[src/verilog/ftr_pkg.sv]
// Shared constants for the trigger-level and ready-status register bank and its host sequencer
package ftr_pkg;
   // Register addresses on the 3-bit bus
   localparam logic [2:0] FTR_A_DIV_LO   = 3'h0;
   localparam logic [2:0] FTR_A_DIV_HI   = 3'h1;
   localparam logic [2:0] FTR_A_INTEN    = 3'h1;
   localparam logic [2:0] FTR_A_ENH      = 3'h2;
   localparam logic [2:0] FTR_A_LINE     = 3'h3;
   localparam logic [2:0] FTR_A_MODEM    = 3'h4;
   localparam logic [2:0] FTR_A_ON_TWO   = 3'h5;
   localparam logic [2:0] FTR_A_FLOW     = 3'h6;
   localparam logic [2:0] FTR_A_TRIG     = 3'h7;
   // Line control keys
   localparam logic [7:0] FTR_LINE_DIV   = 8'h80;
   localparam logic [7:0] FTR_LINE_ENH   = 8'hBF;
   localparam logic [7:0] FTR_LINE_NORM  = 8'h00;
   // Bit positions
   localparam int FTR_ENH_ON_BIT     = 4;
   localparam int FTR_MODEM_RDY_BIT  = 2;
   localparam int FTR_MODEM_LOOP_BIT = 4;
   localparam int FTR_MODEM_EXT_BIT  = 6;
   localparam int FTR_MODEM_PRE_BIT  = 7;
   localparam int FTR_FIFO_EN_BIT    = 0;
   // Host-side masks
   localparam logic [7:0] FTR_K_ENH      = 8'h10;
   localparam logic [7:0] FTR_K_EXT      = 8'h40;
   localparam logic [7:0] FTR_K_RDY      = 8'h04;
   localparam logic [7:0] FTR_K_NOLOOP   = 8'hEF;
   localparam logic [7:0] FTR_K_PRE4     = 8'h80;
   localparam logic [7:0] FTR_K_PRE1     = 8'h7F;
   localparam logic [7:0] FTR_K_ZERO     = 8'h00;
   // Reset values
   localparam logic [7:0] FTR_RST_REG    = 8'h00;
   // FIFO level arithmetic and prescaler divide ratio
   localparam int FTR_CNT_W        = 7;
   localparam int FTR_PRE_DIV      = 4;
   // Host commands
   typedef enum logic [1:0] {
      FTR_CMD_DIVISOR  = 2'h0,
      FTR_CMD_TRIGGER  = 2'h1,
      FTR_CMD_READY    = 2'h2,
      FTR_CMD_PRESCALE = 2'h3
   } ftr_cmd_e;

   // Default trigger level chosen by a two-bit FIFO-control field: (sel+1)*8
   // Three-bit sum so that the top selection gives 32 instead of wrapping to zero
   function automatic logic [FTR_CNT_W-1:0] ftrFifoCtrlLevel(input logic [1:0] sel);
      ftrFifoCtrlLevel = {1'b0, 3'(sel) + 3'h1, 3'h0};
   endfunction : ftrFifoCtrlLevel

   // Nibble programmed as level/4, zero means fall back to the FIFO-control level
   function automatic logic [FTR_CNT_W-1:0] ftrLevel(input logic [3:0] nib, input logic [1:0] sel);
      ftrLevel = (nib != 4'h0) ? {1'b0, nib, 2'h0} : ftrFifoCtrlLevel(sel);
   endfunction : ftrLevel
endpackage : ftr_pkg
[src/verilog/ftr_bus_if.sv]
// Parallel 8-bit register bus between host sequencer and register bank
`timescale 1ns/100ps
interface ftr_bus_if;
   logic       channelSelectA_n;
   logic       channelSelectB_n;
   logic [2:0] addr;
   logic       wrStrobe;
   logic       rdStrobe;
   logic [7:0] wrData;
   logic [7:0] rdData;
   logic       rdValid;

   modport dev (
      input  channelSelectA_n,
      input  channelSelectB_n,
      input  addr,
      input  wrStrobe,
      input  rdStrobe,
      input  wrData,
      output rdData,
      output rdValid
   );

   modport host (
      output channelSelectA_n,
      output channelSelectB_n,
      output addr,
      output wrStrobe,
      output rdStrobe,
      output wrData,
      input  rdData,
      input  rdValid
   );
endinterface : ftr_bus_if

[src/verilog/ftr_device.sv]
// Dual-channel register bank: trigger levels, ready status and extended-register gating
`timescale 1ns/100ps
module ftr_device
   import ftr_pkg::*;
(
   // Clock and reset
   input  wire logic                      clk,
   input  wire logic                      rst,
   // Register bus
   ftr_bus_if.dev                         bus,
   // FIFO occupancy per channel (0 = A, 1 = B)
   input  wire logic [1:0][FTR_CNT_W-1:0] txFree,
   input  wire logic [1:0][FTR_CNT_W-1:0] rxCount,
   input  wire logic [1:0]                rxTimeout,
   // Threshold results for DMA and interrupt logic
   output logic      [1:0]                txReady,
   output logic      [1:0]                rxReady,
   output logic      [1:0][FTR_CNT_W-1:0] txLevel,
   output logic      [1:0][FTR_CNT_W-1:0] rxLevel,
   // Baud path controls
   output logic      [1:0][15:0]          divisor,
   output logic      [1:0]                prescaleDiv4,
   output logic      [1:0]                baudEn
);

   logic [7:0] lineCtrl   [2];
   logic [7:0] enhFeature [2];
   logic [7:0] modemCtrl  [2];
   logic [7:0] fifoCtrl   [2];
   logic [7:0] intEnable  [2];
   logic [7:0] divLo      [2];
   logic [7:0] divHi      [2];
   logic [7:0] onCharOne  [2];
   logic [7:0] onCharTwo  [2];
   logic [7:0] offCharOne [2];
   logic [7:0] offCharTwo [2];
   logic [7:0] flowThresh [2];
   logic [7:0] trigLevels [2];
   logic [7:0] scratch    [2];
   logic [1:0] preCnt     [2];
   logic [1:0] chanSel;
   logic       anySel;
   logic       rdChan;
   logic [7:0] readyStatus;
   logic [7:0] next_rdData;

   assign chanSel = {~bus.channelSelectB_n, ~bus.channelSelectA_n};
   assign anySel  = |chanSel;
   // Channel A wins a read when both selects are low
   assign rdChan  = ~chanSel[0];

   function automatic logic divMode(input logic [7:0] lineReg);
      divMode = lineReg[7];
   endfunction : divMode

   function automatic logic enhMode(input logic [7:0] lineReg);
      enhMode = (lineReg == FTR_LINE_ENH);
   endfunction : enhMode

   function automatic logic extMode(input logic [7:0] enhReg, input logic [7:0] modemReg);
      extMode = enhReg[FTR_ENH_ON_BIT] & modemReg[FTR_MODEM_EXT_BIT];
   endfunction : extMode

   // Register writes, one bank per channel; both banks take a write when both selects are low
   always_ff @(posedge clk) begin
      for (int c = 0; c < 2; c++) begin
         if (rst) begin
            lineCtrl[c]   <= FTR_RST_REG;
            enhFeature[c] <= FTR_RST_REG;
            modemCtrl[c]  <= FTR_RST_REG;
            fifoCtrl[c]   <= FTR_RST_REG;
            intEnable[c]  <= FTR_RST_REG;
            divLo[c]      <= FTR_RST_REG;
            divHi[c]      <= FTR_RST_REG;
            onCharOne[c]  <= FTR_RST_REG;
            onCharTwo[c]  <= FTR_RST_REG;
            offCharOne[c] <= FTR_RST_REG;
            offCharTwo[c] <= FTR_RST_REG;
            flowThresh[c] <= FTR_RST_REG;
            trigLevels[c] <= FTR_RST_REG;
            scratch[c]    <= FTR_RST_REG;
         end else if (bus.wrStrobe && chanSel[c]) begin
            unique case (bus.addr)
               3'h0: begin
                  if (divMode(lineCtrl[c])) divLo[c] <= bus.wrData;
               end
               3'h1: begin
                  if (divMode(lineCtrl[c])) begin
                     divHi[c] <= bus.wrData;
                  end else if (enhFeature[c][FTR_ENH_ON_BIT]) begin
                     intEnable[c] <= bus.wrData;
                  end else begin
                     intEnable[c] <= {intEnable[c][7:4], bus.wrData[3:0]};
                  end
               end
               3'h2: begin
                  if (enhMode(lineCtrl[c])) begin
                     enhFeature[c] <= bus.wrData;
                  end else if (enhFeature[c][FTR_ENH_ON_BIT]) begin
                     fifoCtrl[c] <= bus.wrData;
                  end else begin
                     fifoCtrl[c] <= {bus.wrData[7:6], fifoCtrl[c][5:4], bus.wrData[3:0]};
                  end
               end
               3'h3: lineCtrl[c] <= bus.wrData;
               3'h4: begin
                  if (enhMode(lineCtrl[c])) begin
                     onCharOne[c] <= bus.wrData;
                  end else if (enhFeature[c][FTR_ENH_ON_BIT]) begin
                     modemCtrl[c] <= bus.wrData;
                  end else begin
                     modemCtrl[c] <= {modemCtrl[c][7:5], bus.wrData[4:0]};
                  end
               end
               3'h5: begin
                  if (enhMode(lineCtrl[c])) onCharTwo[c] <= bus.wrData;
               end
               3'h6: begin
                  if (enhMode(lineCtrl[c])) begin
                     offCharOne[c] <= bus.wrData;
                  end else if (extMode(enhFeature[c], modemCtrl[c])) begin
                     flowThresh[c] <= bus.wrData;
                  end
               end
               3'h7: begin
                  if (enhMode(lineCtrl[c])) begin
                     offCharTwo[c] <= bus.wrData;
                  end else if (extMode(enhFeature[c], modemCtrl[c])) begin
                     trigLevels[c] <= bus.wrData;
                  end else begin
                     scratch[c] <= bus.wrData;
                  end
               end
            endcase
         end
      end
   end

   // Live thresholds; nothing here is latched, so DMA sees every FIFO change at once
   always_comb begin
      for (int c = 0; c < 2; c++) begin
         txLevel[c] = ftrLevel(trigLevels[c][3:0], fifoCtrl[c][5:4]);
         rxLevel[c] = ftrLevel(trigLevels[c][7:4], fifoCtrl[c][7:6]);
         txReady[c] = (txFree[c] >= txLevel[c]);
         rxReady[c] = (rxCount[c] > rxLevel[c]) | rxTimeout[c];
         divisor[c] = {divHi[c], divLo[c]};
         prescaleDiv4[c] = modemCtrl[c][FTR_MODEM_PRE_BIT];
      end
   end

   assign readyStatus = {2'h0, rxReady, 2'h0, txReady};

   // Read mux for the channel picked by the selects
   always_comb begin
      next_rdData = FTR_RST_REG;
      unique case (bus.addr)
         3'h0: next_rdData = divMode(lineCtrl[rdChan]) ? divLo[rdChan] : FTR_RST_REG;
         3'h1: next_rdData = divMode(lineCtrl[rdChan]) ? divHi[rdChan] : intEnable[rdChan];
         3'h2: begin
            if (enhMode(lineCtrl[rdChan])) begin
               next_rdData = enhFeature[rdChan];
            end else begin
               next_rdData = {{2{fifoCtrl[rdChan][FTR_FIFO_EN_BIT]}}, 6'h01};
            end
         end
         3'h3: next_rdData = lineCtrl[rdChan];
         3'h4: next_rdData = enhMode(lineCtrl[rdChan]) ? onCharOne[rdChan] : modemCtrl[rdChan];
         3'h5: next_rdData = enhMode(lineCtrl[rdChan]) ? onCharTwo[rdChan] : FTR_RST_REG;
         3'h6: begin
            if (enhMode(lineCtrl[rdChan])) begin
               next_rdData = offCharOne[rdChan];
            end else if (extMode(enhFeature[rdChan], modemCtrl[rdChan])) begin
               next_rdData = flowThresh[rdChan];
            end
         end
         3'h7: begin
            if (modemCtrl[rdChan][FTR_MODEM_RDY_BIT] && !modemCtrl[rdChan][FTR_MODEM_LOOP_BIT]) begin
               next_rdData = readyStatus;
            end else if (enhMode(lineCtrl[rdChan])) begin
               next_rdData = offCharTwo[rdChan];
            end else if (extMode(enhFeature[rdChan], modemCtrl[rdChan])) begin
               next_rdData = trigLevels[rdChan];
            end else begin
               next_rdData = scratch[rdChan];
            end
         end
      endcase
   end

   // Read data lands one cycle after the strobe
   always_ff @(posedge clk) begin
      if (rst) begin
         bus.rdData  <= FTR_RST_REG;
         bus.rdValid <= 1'b0;
      end else begin
         bus.rdValid <= bus.rdStrobe & anySel;
         if (bus.rdStrobe && anySel) bus.rdData <= next_rdData;
      end
   end

   // Prescaler: enable every cycle in divide-by-one, every fourth cycle in divide-by-four
   always_ff @(posedge clk) begin
      for (int c = 0; c < 2; c++) begin
         if (rst) begin
            preCnt[c] <= 2'h0;
         end else begin
            preCnt[c] <= preCnt[c] + 2'h1;
         end
      end
   end

   always_comb begin
      for (int c = 0; c < 2; c++) begin
         baudEn[c] = !prescaleDiv4[c] || (preCnt[c] == 2'(FTR_PRE_DIV - 1));
      end
   end

endmodule : ftr_device

[src/flat_wrapper.sv]
// flat-port wrapper written by rule: the top's interface ports become plain ports
module ftr_device_flat import ftr_pkg::*;
  (clk, rst, txFree, rxCount, rxTimeout, txReady, rxReady, txLevel, rxLevel, divisor, prescaleDiv4, baudEn, bus_channelSelectA_n, bus_channelSelectB_n, bus_addr, bus_wrStrobe, bus_rdStrobe, bus_wrData, bus_rdData, bus_rdValid);
  ftr_bus_if bus_i ();
  input  wire logic clk;
  input  wire logic rst;
  input  wire logic [1:0][FTR_CNT_W-1:0] txFree;
  input  wire logic [1:0][FTR_CNT_W-1:0] rxCount;
  input  wire logic [1:0] rxTimeout;
  output logic      [1:0] txReady;
  output logic      [1:0] rxReady;
  output logic      [1:0][FTR_CNT_W-1:0] txLevel;
  output logic      [1:0][FTR_CNT_W-1:0] rxLevel;
  output logic      [1:0][15:0] divisor;
  output logic      [1:0] prescaleDiv4;
  output logic      [1:0] baudEn;
  input wire logic [$bits(bus_i.channelSelectA_n)-1:0] bus_channelSelectA_n;
  input wire logic [$bits(bus_i.channelSelectB_n)-1:0] bus_channelSelectB_n;
  input wire logic [$bits(bus_i.addr)-1:0] bus_addr;
  input wire logic [$bits(bus_i.wrStrobe)-1:0] bus_wrStrobe;
  input wire logic [$bits(bus_i.rdStrobe)-1:0] bus_rdStrobe;
  input wire logic [$bits(bus_i.wrData)-1:0] bus_wrData;
  output wire logic [$bits(bus_i.rdData)-1:0] bus_rdData;
  output wire logic [$bits(bus_i.rdValid)-1:0] bus_rdValid;
  assign bus_i.channelSelectA_n = bus_channelSelectA_n;
  assign bus_i.channelSelectB_n = bus_channelSelectB_n;
  assign bus_i.addr = bus_addr;
  assign bus_i.wrStrobe = bus_wrStrobe;
  assign bus_i.rdStrobe = bus_rdStrobe;
  assign bus_i.wrData = bus_wrData;
  assign bus_rdData = bus_i.rdData;
  assign bus_rdValid = bus_i.rdValid;
  ftr_device u_core (.clk(clk), .rst(rst), .bus(bus_i), .txFree(txFree), .rxCount(rxCount), .rxTimeout(rxTimeout), .txReady(txReady), .rxReady(rxReady), .txLevel(txLevel), .rxLevel(rxLevel), .divisor(divisor), .prescaleDiv4(prescaleDiv4), .baudEn(baudEn));
endmodule
[config.mk]
export PLATFORM = sky130hd
export DESIGN_NAME = ftr_device_flat
export DESIGN_NICKNAME = d
export VERILOG_FILES = /design/src/verilog/ftr_pkg.sv /design/src/verilog/ftr_bus_if.sv /design/src/verilog/ftr_device.sv /design/src/flat_wrapper.sv
export SDC_FILE = /design/constraint.sdc
export NUM_CORES = 1
export LEC_CHECK = 0
export ABC_AREA = 1
export BUFFER_PORTS_ARGS = -buffer_cell sky130_fd_sc_hd__buf_2
export CAP_MARGIN = 20
export CORE_UTILIZATION = 50
export CTS_BUF_LIST = sky130_fd_sc_hd__clkbuf_8
export CTS_CLUSTER_DIAMETER = 120
export DETAILED_ROUTE_END_ITERATION = 16
export GPL_ROUTABILITY_DRIVEN = 0
export GPL_TIMING_DRIVEN = 0
export PLACE_DENSITY = 0.77
export SLEW_MARGIN = 20
export SYNTH_ARGS = -nofsm -noshare
export SYNTH_HDL_FRONTEND = slang
export SYNTH_SLANG_ARGS = --single-unit
[constraint.sdc]
create_clock -name clk -period 3.2 [get_ports clk]
set_clock_uncertainty 0.1 [all_clocks]
set_input_delay 0.64 -clock clk [delete_from_list [all_inputs] [get_ports clk]]
set_output_delay 0.64 -clock clk [all_outputs]
set_load 0.005 [all_outputs]
* After elaboration in Yosys (flattened, before gate mapping)
Memory sizes are Yosys's and may differ from the RTL's. Index checks and enable logic that the tools add are counted.
Word-level totals: output and inout bits 77, register bits after elaboration 9, word-level logic and storage cells 319, memories 15, input bits 47, RAM bits 228
Cells by class: $lt $le $gt $ge 4, add/sub/neg operators 6, multiplexer cells 215, bitwise logic cells 46, reductions and logical operators 17, eq/ne operators 14
Memory list:
- u_core.divHi | depth 2, bits a word 8, rd ports 3, clocked after Yosys merged registers in 0, write ports 2, RTL line ftr_device.sv:32 | logic [7:0] divHi [2];
- u_core.divLo | depth 2, bits a word 8, rd ports 3, clocked after Yosys merged registers in 0, write ports 2, RTL line ftr_device.sv:31 | logic [7:0] divLo [2];
- u_core.enhFeature | depth 2, bits a word 8, rd ports 3, clocked after Yosys merged registers in 0, write ports 2, RTL line ftr_device.sv:27 | logic [7:0] enhFeature [2];
- u_core.fifoCtrl | depth 2, bits a word 8, rd ports 3, clocked after Yosys merged registers in 0, write ports 2, RTL line ftr_device.sv:29 | logic [7:0] fifoCtrl [2];
- u_core.flowThresh | depth 2, bits a word 8, rd ports 1, clocked after Yosys merged registers in 0, write ports 2, RTL line ftr_device.sv:37 | logic [7:0] flowThresh [2];
- u_core.intEnable | depth 2, bits a word 8, rd ports 1, clocked after Yosys merged registers in 0, write ports 2, RTL line ftr_device.sv:30 | logic [7:0] intEnable [2];
- 9 more memories
Operators with widths (count):
- $mux W8 | 42
- $mux W1 | 162
- $pmux W8 S8 | 1
- $or A1 B1 Y1 | 40
- $eq A8 B8 Y1 const B | 3
- $mux W6 | 4
- $mux W4 | 4
- $reduce_bool A4 Y1 | 4
- $ge A7 B7 Y1 | 2
- $gt A7 B7 Y1 | 2
- $add A2 B1 Y3 const B | 4
- $eq A3 B3 Y1 const B | 4
- $eq A3 B2 Y1 const B | 2
- $add A2 B1 Y2 const B | 2
- $and A1 B1 Y1 | 4
- $eq A2 B2 Y1 const B | 2
- $logic_and A1 B1 Y1 | 4
- $mux W2 | 2
- $reduce_and A2 Y1 | 2
- $eq A3 B1 Y1 const B | 1
- $logic_not A1 Y1 | 3
- $logic_not A3 Y1 | 1
- $logic_or A1 B1 Y1 | 2
- $ne A0 B0 Y1 | 2
- other kinds (2) | 3

* Longest topological paths before layout
An unclocked memory read counts as a cell.
word-level depth 9, mapped depth 17, mapped depth without buffers 17

* Worst setup path before layout
Ideal clock, no wire load.
path kind input to register, from input port bus_channelSelectA_n, to memory u_core.offCharOne[0][0], enable pin, required time 2.716 ns, buffers on the path 2, stages on the path 7, path slack 0.656 ns, library setup time 0.384 ns, arrival 2.059 ns, cells stage by stage buf_6 buf_6 nor2_4 inv_2 nor2_2 inv_1 o21ai_0
RTL lines:
- from (decl) | RTL line flat_wrapper.sv:17 | input wire logic [$bits(bus_i.channelSelectA_n)-1:0] bus_channelSelectA_n;
- to (decl) | RTL line ftr_device.sv:35 | logic [7:0] offCharOne [2];

==> impl_metrics.toml <==
[outcome]
status = "finished with violations"
failed_checks = "setup timing"

[floorplanning]
core-area_mm2 = 0.0228
initial_core_util_pct = 51.5
io_pins = 124
dieHeight_um = 155
rows = 55
die-width_um = 155
die-area_mm2 = 0.0241

[sta]
finalCritPeriodShare_pct = 101
setup_tns_ps = -174
hold_viol = 0
rsz0062_at_grt = "true"
finalMaxSlewViolations = 0
relSlewSlack_pct = 19.8
fin_ws_ps = -42.0
tightestPinTransition_ps = 1200
fmax_mhz = 308
period_minus_slack_ps = 3240
setup_violations = 9

[clocking]
clk_latency_ps = 550
cts.clk_slew.worst_paths_ps = 60
root_buffer = "clkbuf_8"
cts_buffer_depth = 3
cts_buffers = 40
clkSinkCount = 231
h-tree-depth = 2
cts_tree = "done"

[synth]
synth_edf_count = 218
yosysMostFrequentCell = "nor2_1"
yosysTopAreaCell = "edfxtp_1"
syn_area_mm2 = 0.0118
synth_sequential_area_ratio_pct = 57.9
yosysUniqueCellTypes = 34
ys_ff_latch = 231
synth.area.top_cells = "edfxtp_1, nor2_1, nand2_1"
yosys_warnings = 0
ys.flop_type = "edfxtp_1"
avgSynthCellArea_um2 = 8.88
synthTopCellsByCount = "nor2_1, nand2_1, edfxtp_1"
syn_inst = 1324
synth_top_area_share_pct = 55.7
synthArstFlopShare_pct = 0

[finish]
nNetsFinal = 1562
diodes = 0
final_cells = 1834
drive_above_1_share_pct = 16.9
fillers = 2011
areaGrowthSynthToFinish_pct = 15.6

[power_and_ir_drop]
seqPwrFrac_pct = 51.9
leakagePower_nw = 6.00
power_density_mw_per_mm2 = 491
p_int_mw = 4.85
irDropWorstVdd_uv = 281
combPwrFrac_pct = 11.0
p_clk_share_pct = 37.2
p_sw_share_pct = 27.2
p_sw_mw = 1.82

[global_routing]
grt_first_pass_wirelength_um = 58400
grt_pass1_vias = 9996
grt_max_degree = 11
antenna_found_initial = 0
gr-total-overflow = 0
grt_use_total_pct = 33.4

[detailed_routing]
wl_per_cell_um = 21.9
via_per_inst = 5.79
routed_wl_um = 40200
num_vias = 10600
first_pass_iters = 6
drcViolationCount = 0
drt_iter0_markers = 1567
postRouteAntennaNets = 0

[placed_design]
io_buffers = 110
hpwl_um = 27500
dp_cells = 1758

[run]
maxCapViolations = 0

[worst_setup_path]
crit_fanout = 3
cp.required_ps = 2460
end_kind = "output port"
startpoint_type = "flop"
path_class = "flop to output port"
worst-endpoint-arrival_ps = 2500
ff2ff_setup_slack_ps = -20

[hold_path]
min_path_type = "flop to flop"
## kinds of logic (layout without fill, tap and decap cells)
kind of cell,count (synthesis),in the layout,synth area share (%)
fa+ha+maj,22,22,2.34
other cells,1,12,0.0319
buf+inv,183,369,7.15
mux,12,12,1.02
flops,231,231,57.9
simple gates,749,749,25.8
compound gates,126,126,5.73
## power by group through the flow
stage	Sequential, mW	Combinational [mW]	Clock, mW
after global placement	3.51	0.659	0
after detailed placement	3.52	0.676	0
final	3.46	0.730	2.48
after CTS	3.46	0.682	2.45
after floorplan	3.50	0.390	0
after global routing	3.47	0.774	2.58
## worst max-delay path, stage by stage, from the launching register on
cell and delay, ps:
edfxtp_1 460, nor2_1 160, nand3_2 130, o21ai_2 160, inv_1 60, ha_1 310
nand2_4 70, nor3_4 200, nand2_1 80, nand4_1 90, nand2_2 80, nand2_1 60
buf_2 100
## state kept, by name, summed over array words and instances (netlist names), 16 cells and up
register           count
u_core.modemCtrl      16
u_core.enhFeature     16
u_core.divHi          16
u_core.onCharTwo      16
u_core.flowThresh     16
u_core.divLo          16
u_core.offCharOne     16
u_core.intEnable      16
u_core.onCharOne      16
u_core.scratch        16
u_core.trigLevels     16
u_core.offCharTwo     16
u_core.lineCtrl       16
## through the flow
| stage | worst slack (ps) | power [mW] | utilization (%) | hold slack [ps] | cell area [um^2] |
|---|---|---|---|---|---|
| after CTS | 5.62 | 6.59 | 59.0 | 326 | 13500 |
| after detailed placement | -385 | 4.20 | 55.8 | 318 | 12700 |
| after global placement | -457 | 4.17 | 55.8 | 307 | 12700 |
| after global routing | -136 | 6.82 | 59.5 | 352 | 13600 |
| final | -42.0 | 6.67 | 59.5 | 323 | 13600 |
| after floorplan | 656 | 3.89 | - | 299 | 11800 |
## final timing paths
path                           startpoint                       to  depth (start not counted)
setup / recovery  u_core.trigLevels[0][7]               rxReady[0]                         12
hold / removal        u_core.preCnt[0][0]      u_core.preCnt[0][0]                          1
setup reg to reg    u_core.lineCtrl[0][7]  u_core.offCharTwo[0][4]                          6
hold reg to reg       u_core.preCnt[0][0]      u_core.preCnt[0][0]                          1
## placed cells by master, fill, tap and decap left out, types with 4 or more instances in the layout
master	netlist	routed
a21boi_0	5	5
a21oi_1	38	37
buf_2	15	125
buf_4	24	30
buf_6	6	6
clkbuf_1	30	28
clkbuf_8	0	43
clkinv_1	6	11
clkinv_2	0	8
conb_1	1	12
dfxtp_1	13	13
edfxtp_1	218	218
ha_1	22	21
inv_1	94	105
inv_2	8	9
mux2i_1	12	12
nand2_1	289	287
nand3_1	89	87
nand4_1	11	11
nor2_1	333	332
nor2_4	4	4
nor3_1	10	9
o21ai_0	59	37
o21ai_1	12	28
o21ai_2	3	9
or2_2	5	5
## routing by layer
metal	GRT usage, %	up-vias	share of wire (%)
met3	8.97	178	14
met1	42.3	4847	35
met2	52.8	899	45
li1	-	4687	-
met4	17.2	0	5.4
met5	0	-	0
## timing repair
item / CTS / global route
hold buffers: 0 / 0
buffers inserted: 0 / 6
pin swaps: 0 / 12
gates resized for setup: 11 / 24
endpoints found under the setup margin: 26 / 12
## layout make-up
class	instances	area [um^2]	area share [%]
Sequential cell	231	6810	50.1
Multi-Input combinational cell	921	4240	31.2
Timing Repair Buffer	116	596	4.38
Clock buffer	43	592	4.35
Buffer	75	443	3.26
Inverter	108	405	2.98
Tap cell	313	392	2.88
Clock inverter	27	119	0.875
Note: power is estimated with default switching activity, not from simulation.
